`src/hw/wdtts_map.vh`:
```
// register offsets, field positions, reset values, unlock key and ID constants
`ifndef WDTTS_MAP_VH
`define WDTTS_MAP_VH

`define WDTTS_AW            4
`define WDTTS_DW            32

`define WDTTS_OFF_LOAD      4'h0
`define WDTTS_OFF_VALUE     4'h1
`define WDTTS_OFF_CTRL      4'h2
`define WDTTS_OFF_ICLR      4'h3
`define WDTTS_OFF_RIS       4'h4
`define WDTTS_OFF_MIS       4'h5
`define WDTTS_OFF_LOCK      4'h6
`define WDTTS_OFF_STATUS    4'h7
`define WDTTS_OFF_MASK      4'h8
`define WDTTS_OFF_ID        4'h9

`define WDTTS_CTRL_INTEN    0
`define WDTTS_CTRL_RESEN    1
`define WDTTS_CTRL_NMI      2
`define WDTTS_CTRL_STALL    3

`define WDTTS_EV_TIMEOUT    0
`define WDTTS_EV_RESET      1
`define WDTTS_EV_W          2

`define WDTTS_UNLOCK_KEY    32'h1ACCE551
`define WDTTS_LOAD_RST      32'hFFFFFFFF
`define WDTTS_ZERO32        32'h00000000
`define WDTTS_ONE32         32'h00000001
`define WDTTS_ID_VALUE      32'h0000A5C3

`endif

```
`src/hw/wdtts_down_counter.v`:
```
// 32-bit down counter with load, hold at zero and expiry flag
`include "wdtts_map.vh"
`default_nettype none

module wdtts_down_counter (
    input  wire        clk_in,
    input  wire        resetn_in,
    input  wire        load_in,
    input  wire [31:0] load_value_in,
    input  wire        run_in,
    output reg  [31:0] count_out,
    output wire        zero_out
);

    assign zero_out = (count_out == `WDTTS_ZERO32);

    always @(posedge clk_in or negedge resetn_in) begin
        if (!resetn_in) begin
            count_out <= `WDTTS_LOAD_RST;
        end else if (load_in) begin
            count_out <= load_value_in;
        end else if (run_in && !zero_out) begin
            count_out <= count_out - `WDTTS_ONE32;
        end
    end

endmodule

`default_nettype wire

```
`src/hw/wdtts_top.v`:
```
// two-stage watchdog timer with register port and interrupt logic
//
// Notes on behaviour
// - a 32-bit counter counts down from the programmable load value
// - locked state ignores load, control and interrupt clear writes
// - first zero after enable raises the timeout interrupt
// - one enable bit starts counting and interrupt generation together
// - first timeout reloads the counter and counting goes on
// - second zero with interrupt pending and reset enabled asserts reset
// - clearing interrupt before second expiry reloads counter and resumes
// - load write while running places value in counter at once
// - optional non-maskable output, same enable, held until cleared
// - interrupt clear removes the source so the output falls
// - enable commands are ignored while locked
// - raw and masked timeout status are both readable
// - a load value of zero written while running raises the interrupt at once
// - lock engagement is readable
// - debug stall option halts counting while processor is halted
`include "wdtts_map.vh"
`default_nettype none

module wdtts_top (
    input  wire        core_clk_in,
    input  wire        resetn_in,
    input  wire [3:0]  addr_in,
    input  wire [31:0] wdata_in,
    input  wire        wr_in,
    input  wire        rd_in,
    input  wire        cpu_halted_in,
    output reg  [31:0] rdata_out,
    output reg  [31:0] count_out,
    output reg         wdt_int_out,
    output reg         wdt_nmi_out,
    output reg         sys_reset_out,
    output reg         irq_out
);

    parameter [31:0] ID_VALUE = `WDTTS_ID_VALUE; // arbitrary value

    // ----------------------------------------
    // registers
    // ----------------------------------------
    reg  [31:0]            load_r;
    reg                    run_r;
    reg                    resen_r;
    reg                    nmi_r;
    reg                    stall_r;
    reg                    lock_r;
    reg                    ris_r;
    reg                    reset_r;
    reg  [`WDTTS_EV_W-1:0] status_r;
    reg  [`WDTTS_EV_W-1:0] mask_r;
    reg  [31:0]            rdata_nxt;

    wire [31:0] cnt;
    wire        cnt_zero;

    // ----------------------------------------
    // write decode
    // ----------------------------------------
    function hit;
        input [3:0] a;
        input [3:0] off;
        begin
            hit = wr_in && (a == off);
        end
    endfunction

    wire wr_load = hit(addr_in, `WDTTS_OFF_LOAD) && !lock_r;
    wire wr_ctrl = hit(addr_in, `WDTTS_OFF_CTRL) && !lock_r;
    wire wr_iclr = hit(addr_in, `WDTTS_OFF_ICLR) && !lock_r;
    wire wr_lock = hit(addr_in, `WDTTS_OFF_LOCK);
    wire wr_stat = hit(addr_in, `WDTTS_OFF_STATUS);
    wire wr_mask = hit(addr_in, `WDTTS_OFF_MASK);

    // ----------------------------------------
    // counter control
    // ----------------------------------------
    wire counting = run_r && !(stall_r && cpu_halted_in);
    wire expire   = counting && cnt_zero;
    wire first_to = expire && !ris_r;
    wire second_to = expire && ris_r;
    // first enable starts the count from the load value
    wire go_load  = wr_ctrl && wdata_in[`WDTTS_CTRL_INTEN] && !run_r;
    // load on first enable, expiry, clear, load write while running
    wire do_load  = expire || wr_iclr || go_load ||
                    (wr_load && run_r);

    wire [31:0] load_src = wr_load ? wdata_in : load_r;

    wdtts_down_counter u_cnt (
        .clk_in        (core_clk_in),
        .resetn_in     (resetn_in),
        .load_in       (do_load),
        .load_value_in (load_src),
        .run_in        (counting),
        .count_out     (cnt),
        .zero_out      (cnt_zero)
    );

    // ----------------------------------------
    // configuration and status
    // ----------------------------------------
    always @(posedge core_clk_in or negedge resetn_in) begin
        if (!resetn_in) begin
            load_r   <= `WDTTS_LOAD_RST;
            run_r    <= 1'b0;
            resen_r  <= 1'b0;
            nmi_r    <= 1'b0;
            stall_r  <= 1'b0;
            lock_r   <= 1'b0;
            ris_r    <= 1'b0;
            reset_r  <= 1'b0;
            status_r <= {`WDTTS_EV_W{1'b0}};
            mask_r   <= {`WDTTS_EV_W{1'b0}};
        end else begin
            if (wr_load) begin
                load_r <= wdata_in;
            end
            if (wr_ctrl) begin
                // enable is sticky: only a reset clears run_r; a debug stall only pauses counting
                if (wdata_in[`WDTTS_CTRL_INTEN]) begin
                    run_r <= 1'b1;
                end
                resen_r <= wdata_in[`WDTTS_CTRL_RESEN];
                nmi_r   <= wdata_in[`WDTTS_CTRL_NMI];
                stall_r <= wdata_in[`WDTTS_CTRL_STALL];
            end
            if (wr_lock) begin
                lock_r <= (wdata_in != `WDTTS_UNLOCK_KEY);
            end
            // set wins over clear
            if (first_to || (wr_load && run_r &&
                    wdata_in == `WDTTS_ZERO32)) begin
                ris_r <= 1'b1;
            end else if (wr_iclr) begin
                ris_r <= 1'b0;
            end
            if (second_to && resen_r) begin
                reset_r <= 1'b1;
            end
            status_r <= (status_r & ~({`WDTTS_EV_W{wr_stat}} &
                        wdata_in[`WDTTS_EV_W-1:0])) |
                        {second_to && resen_r, first_to};
            if (wr_mask) begin
                mask_r <= wdata_in[`WDTTS_EV_W-1:0];
            end
        end
    end

    // ----------------------------------------
    // read mux
    // ----------------------------------------
    always @* begin
        rdata_nxt = `WDTTS_ZERO32;
        if (addr_in == `WDTTS_OFF_LOAD) begin
            rdata_nxt = load_r;
        end else if (addr_in == `WDTTS_OFF_VALUE) begin
            rdata_nxt = cnt;
        end else if (addr_in == `WDTTS_OFF_CTRL) begin
            rdata_nxt[`WDTTS_CTRL_INTEN] = run_r;
            rdata_nxt[`WDTTS_CTRL_RESEN] = resen_r;
            rdata_nxt[`WDTTS_CTRL_NMI]   = nmi_r;
            rdata_nxt[`WDTTS_CTRL_STALL] = stall_r;
        end else if (addr_in == `WDTTS_OFF_RIS) begin
            rdata_nxt[0] = ris_r;
        end else if (addr_in == `WDTTS_OFF_MIS) begin
            rdata_nxt[0] = ris_r && run_r;
        end else if (addr_in == `WDTTS_OFF_LOCK) begin
            rdata_nxt[0] = lock_r;
        end else if (addr_in == `WDTTS_OFF_STATUS) begin
            rdata_nxt[`WDTTS_EV_W-1:0] = status_r;
        end else if (addr_in == `WDTTS_OFF_MASK) begin
            rdata_nxt[`WDTTS_EV_W-1:0] = mask_r;
        end else if (addr_in == `WDTTS_OFF_ID) begin
            rdata_nxt = ID_VALUE;
        end
    end

    // ----------------------------------------
    // registered outputs
    // ----------------------------------------
    always @(posedge core_clk_in or negedge resetn_in) begin
        if (!resetn_in) begin
            rdata_out     <= `WDTTS_ZERO32;
            count_out     <= `WDTTS_ZERO32;
            wdt_int_out   <= 1'b0;
            wdt_nmi_out   <= 1'b0;
            sys_reset_out <= 1'b0;
            irq_out       <= 1'b0;
        end else begin
            rdata_out     <= rd_in ? rdata_nxt : `WDTTS_ZERO32;
            count_out     <= cnt;
            wdt_int_out   <= ris_r && run_r && !nmi_r;
            wdt_nmi_out   <= ris_r && run_r && nmi_r;
            sys_reset_out <= reset_r;
            irq_out       <= |(status_r & mask_r);
        end
    end

endmodule

`default_nettype wire

```
`config.mk`:
```
export PLATFORM = sky130hd
export DESIGN_NAME = wdtts_top
export DESIGN_NICKNAME = d
export VERILOG_FILES = /design/src/hw/wdtts_down_counter.v /design/src/hw/wdtts_top.v
export VERILOG_INCLUDE_DIRS = /design/src /design/src/hw
export SDC_FILE = /design/constraint.sdc
export NUM_CORES = 1
export LEC_CHECK = 0
export BUFFER_PORTS_ARGS = -buffer_cell sky130_fd_sc_hd__buf_2
export CAP_MARGIN = 20
export CORE_MARGIN = 2
export CORE_UTILIZATION = 41
export CTS_BUF_LIST = sky130_fd_sc_hd__clkbuf_8
export DETAILED_ROUTE_END_ITERATION = 6
export PLACE_DENSITY_LB_ADDON = 0.15
export SLEW_MARGIN = 5
export SYNTH_ARGS = -nofsm -noshare
export SYNTH_HDL_FRONTEND = slang
export SYNTH_SLANG_ARGS = --single-unit
```
`constraint.sdc`:
```
create_clock -name core_clk_in -period 2.28 [get_ports core_clk_in]
set_clock_uncertainty 0.05 [all_clocks]
set_input_delay 0.228 -clock core_clk_in [delete_from_list [all_inputs] [get_ports core_clk_in]]
set_output_delay 0.228 -clock core_clk_in [all_outputs]
set_load 0.01 [all_outputs]
```
After elaboration in Yosys (flattened, before gate mapping):

Cells that the tools add are included.

* bits in registers: 143
* input bits: 41
* word-level logic and storage cells: 94

* $add $sub $neg: 1
* eq/ne operators: 10
* muxes and demuxes: 21
* bitwise logic cells: 5
* reduce and logical (&&, ||, !) cells: 40

Operators with widths (count)
* 2-to-1 mux 32 bit: 6
* logical NOT 32 bit: 2
* 2-to-1 mux 15 bit: 3
* != test 32 x 29 -> 1 bit, second input constant: 1
* subtractor 32 x 1 -> 32 bit, second input constant: 1
* 2-to-1 mux 14 bit: 2
* 2-to-1 mux 28 bit: 1
* logical AND 1 bit: 23
* equality test 4 x 3 -> 1 bit, second input constant: 4
* 2-to-1 mux 16 bit: 1
* equality test 4 x 2 -> 1 bit, second input constant: 2
* equality test 4 bit, second input constant: 2
* AND 2 bit: 3
* logical NOT 1 bit: 6
* 2-to-1 mux 1 bit: 5
* equality test 4 x 1 -> 1 bit, second input constant: 1
* logical NOT 4 bit: 1
* logical OR 1 bit: 4
* 2-to-1 mux 2 bit: 2
* 2-to-1 mux 4 bit: 1
* nonzero test 2 bit: 2
* NOT 2 bit: 1
* OR 2 bit: 1
* AND reduction 2 bit: 1
* OR reduction 2 bit: 1

Longest topological paths before layout:

* word-level depth: 11
* mapped depth: 9
* depth with buffers taken out: 7

Hierarchy:

A second synthesis with hierarchy kept.

* cell total of the unflattened synthesis: 559
* area total of the unflattened synthesis: 6537.5 um^2

By module, submodules not included
* wdtts_top: instances 1, cells each 324, area each 4398.0 um^2, sequential area each 2817.7 um^2
* wdtts_down_counter: instances 1, cells each 235, area each 2139.6 um^2, sequential area each 840.8 um^2

Least setup slack after synthesis:

Ideal clock, no wire load.

* path kind: reg-to-reg
* start point: reg u_cnt.count_out[0]
* end point: reg u_cnt.count_out[22]
* setup time: 0.077 ns
* arrival: 2.108 ns
* data required time: 2.153 ns
* path slack: 0.045 ns
* stages on the path, launching flop included: 8
* path buffers: 0
* period minus slack after synthesis: 2.235 ns
* cells stage by stage: dfstp_2 inv_1 ha_1 or4b_2 nor3_1 o211ai_1 or3_1 a31oi_1

* word-level cells in the longest chain between the ends: 6
* elaborated cells between the ends (all ways): 11

Ends and longest elaborated chain
* start: declaration: line wdtts_down_counter.v:11 `output reg [31:0] count_out,`
* start signal: assignment: line wdtts_down_counter.v:19 `` count_out <= `WDTTS_LOAD_RST; ``
* start signal: assignment: line wdtts_down_counter.v:21 `count_out <= load_value_in;`
* start signal: assignment: line wdtts_down_counter.v:23 `` count_out <= count_out - `WDTTS_ONE32; ``
* branches (longest 6 deep; another with subtractor 32 x 1 -> 32 bit)

Parallel ways; which one is timed is not known. The select of a mux whose other input is x is not followed.
A chain may end at the register's enable or synchronous reset.

Final worst setup path:

* start point: reg u_cnt.count_out[12]
* end point: reg u_cnt.count_out[19]

Same word-level chain as after synthesis.

==> metrics <==
CTS tree done; final core occ 54.6%; CP most frequent cell or4_4; Worst slew margin between 60% and 70%; Max-cap violations 0; Mapped Area 6520 sq um; Starting Density between 40% and 50%; vias in the first global route about 5700; GRT Util Overall 25.2%; drt drc 0; CP Class reg -> reg; chip width 130 um; synthesized area per cell 11.3 sq um; crit start category register; filler instances 1425; outcome complete, no violations; clock tree buffer depth 2; initial antenna violation count 0; Wirelength per Cell between 20 and 25 um; Top FF cell, synth dfrtp_1; CP endpoint kind register; Leakage 3.70 nW; post-synthesis sequential area ratio 56.1%; setup_tns 0 ns; IO Pins about 110; post-DP HPWL 15000 um; first-pass GRT wire length 31500 um; final setup margin 0.0176 ns; crit path max fanout 7; final WL 20900 um; Worst path max stage delay 0.57 ns; H-tree depth 4; DRT iter0 DRCs 385; Final period util around 100%; CP bufs+invs 1; fraction of layout cells with a size suffix above 1 between 40% and 50%; pre-CTS setup slack -0.0667 ns; gpl congestion about 0.9; Slew Viols, Final 0; Post-Syn Instances roughly 580; Reg2Reg Depth 6; global route overflow 0; Core Region between 15000 and 20000 sq um; Clk Latency, worst-skew pair 0.46 ns; critical-path cell list or4_4, nor4b_4, buf_6, nand2_1, or4_4, a31oi_2; worst min path class in -> reg; Setup Viol. Count Final 0; Crit path max-delay family simple AND/OR/NAND/NOR gates; RSZ-0062 raised after global routing true; Area Overhead vs Synth 31.4%; n_diodes 0; Synth cell types between 60 and 70; syn_nets 618; die height 130 um; Yosys top cell area share 30.3%; Peak supply drop 0.000512 V; # rows 46; Critical Path AT 2.60 ns; Fmax achieved 442 MHz; Die Area 16900 sq um; hold depth 2; Antenna Nets Post-Route 0; Worst-Margin Slew 0.569 ns; vias 5582; total CTS buffers 17; DRT Pass-1 Iters 4; Async SR Flop Fraction 100%; I/O Buffers 108; CP required 2.62 ns; Design Power between 0.008 and 0.009 W; Synth warnings 0; Clock transition at path regs 0.08 ns; Vias per Instance about 5.6; Final Hold Fails 0; #FFs+latches synth 143; largest net degree at the start of global routing between 70 and 80; ranking of synthesized cells by area dfrtp_1 30%, dfstp_2 26%, mux2_2 6.6%; Post-synth EDFFs 0; post-layout min period 2.26 ns; critical path depth 6; clock sink total roughly 140; PD cells 1010 nW/um^2; CP max-delay cell or4_4; Layout Nets 811; CTS Root Cell clkbuf_8; Synth area leader dfrtp_1
## state kept, by name, indices dropped and copies added, names as in the netlist, 2 cells and up
| signal | cells |
|---|---|
| rdata_out | 32 |
| status_r | 2 |
| u_cnt.count_out | 32 |
| count_out | 32 |
| mask_r | 2 |
| load_r | 32 |
## logic make-up (layout without fill, tap and decap cells)
logic type      Yosys count  after routing  share of synthesized area, %
compound gates          157            157                          15.7
xor+xnor                  6              6                         0.806
fa+ha+maj                 1              1                         0.192
buf+inv                  39            245                          2.44
flops                   143            143                          56.1
mux                      44             44                          7.48
simple gates            186            186                          17.3
## metrics by stage
step	hold slack, ns	std cells	instance area, sq um
2_1_floorplan	-0.118	576	6520
3_3_place_gp	0.118	945	7830
3_5_place_dp	0.128	945	7830
4_1_cts	0.00176	994	8450
5_1_grt	0.00383	998	8570
6_report	0.0302	998	8570
## Yosys cell counts (all sizes together) (3+ instances only)
cell type,number
dfrtp,79
dfstp,64
o21ai,47
mux2,38
nand2,28
nor2b,25
a22oi,24
clkbuf,24
nor2,23
a21oi,20
nor4,20
nor3,14
a31oi,12
or3,12
nand4,11
nand3,10
o211ai,10
or4,10
a21boi,8
inv,8
buf,7
mux2i,6
nand2b,6
o31ai,5
xor2,5
and3,4
nand3b,4
nor4b,4
o221ai,4
a311oi,3
a32oi,3
and2,3
nand4b,3
o21bai,3
o311ai,3
or2,3
## metal layers
layer	track usage [%]	vias up	share of wire (%)
li1	-	2549	-
met1	33.7	2806	44
met2	39.9	187	48
met3	5.99	40	5.5
met4	9.61	0	2.8
met5	0	-	0
## cell type report
class | count | area (sq um) | share of cell area, %
repair buffers | 205 | 1360 | 15.8
clock buffers | 21 | 289 | 3.37
inverters | 8 | 30.0 | 0.350
well taps | 216 | 270 | 3.15
multi-input cells | 394 | 2820 | 32.8
clock inverters | 11 | 151 | 1.77
flip-flops and latches | 143 | 3660 | 42.7
## path summary, 6_finish.rpt
check                           slack, ns             endpoint                 from
worst max-delay path                 0.02  u_cnt.count_out[19]  u_cnt.count_out[12]
min in group asynchronous            0.19        rdata_out[22]            resetn_in
worst min register to register       0.33        sys_reset_out              reset_r
worst max register to register       0.02  u_cnt.count_out[19]  u_cnt.count_out[12]
max in group asynchronous            1.21  u_cnt.count_out[27]            resetn_in
worst min-delay path                 0.03           load_r[14]         wdata_in[14]
## power by group
part           leakage [nW]  internal [W]  switching, W
registers              1.71       0.00343      0.000570
logic                  1.78       0.00115       0.00133
clock network         0.211       0.00121       0.00102
## cells in the final DEF, fill, tap and decap left out, types with 14 or more instances in the layout
| cell | count |
|---|---|
| nor4_1 | 14 |
| a21oi_1 | 19 |
| nor2b_1 | 25 |
| o21ai_0 | 42 |
| mux2_2 | 38 |
| dfstp_2 | 64 |
| nor2_1 | 22 |
| clkbuf_8 | 21 |
| a22oi_1 | 24 |
| buf_2 | 107 |
| nand2_1 | 28 |
| buf_4 | 77 |
| dlygate4sd3_1 | 15 |
| dfrtp_1 | 79 |
## worst reg2reg max path, delay by kind of cell (launching register included)
| kind | cells | cell delay (ns) |
|---|---|---|
| compound gates | 1 | 0.18 |
| buf+inv | 1 | 0.16 |
| flops | 1 | 0.41 |
| simple gates | 4 | 1.39 |
## repair_timing
| action | 4_1_cts | 5_1_grt |
|---|---|---|
| hold endpoints to repair | 58 | 0 |
| endpoints found under the setup margin | 6 | 27 |
| setup buffers | 2 | 4 |
| hold buffers | 15 | 0 |
| gates resized for setup | 4 | 19 |
| pin swaps | 1 | 4 |
No activity file was read; power rests on OpenSTA's default activity.
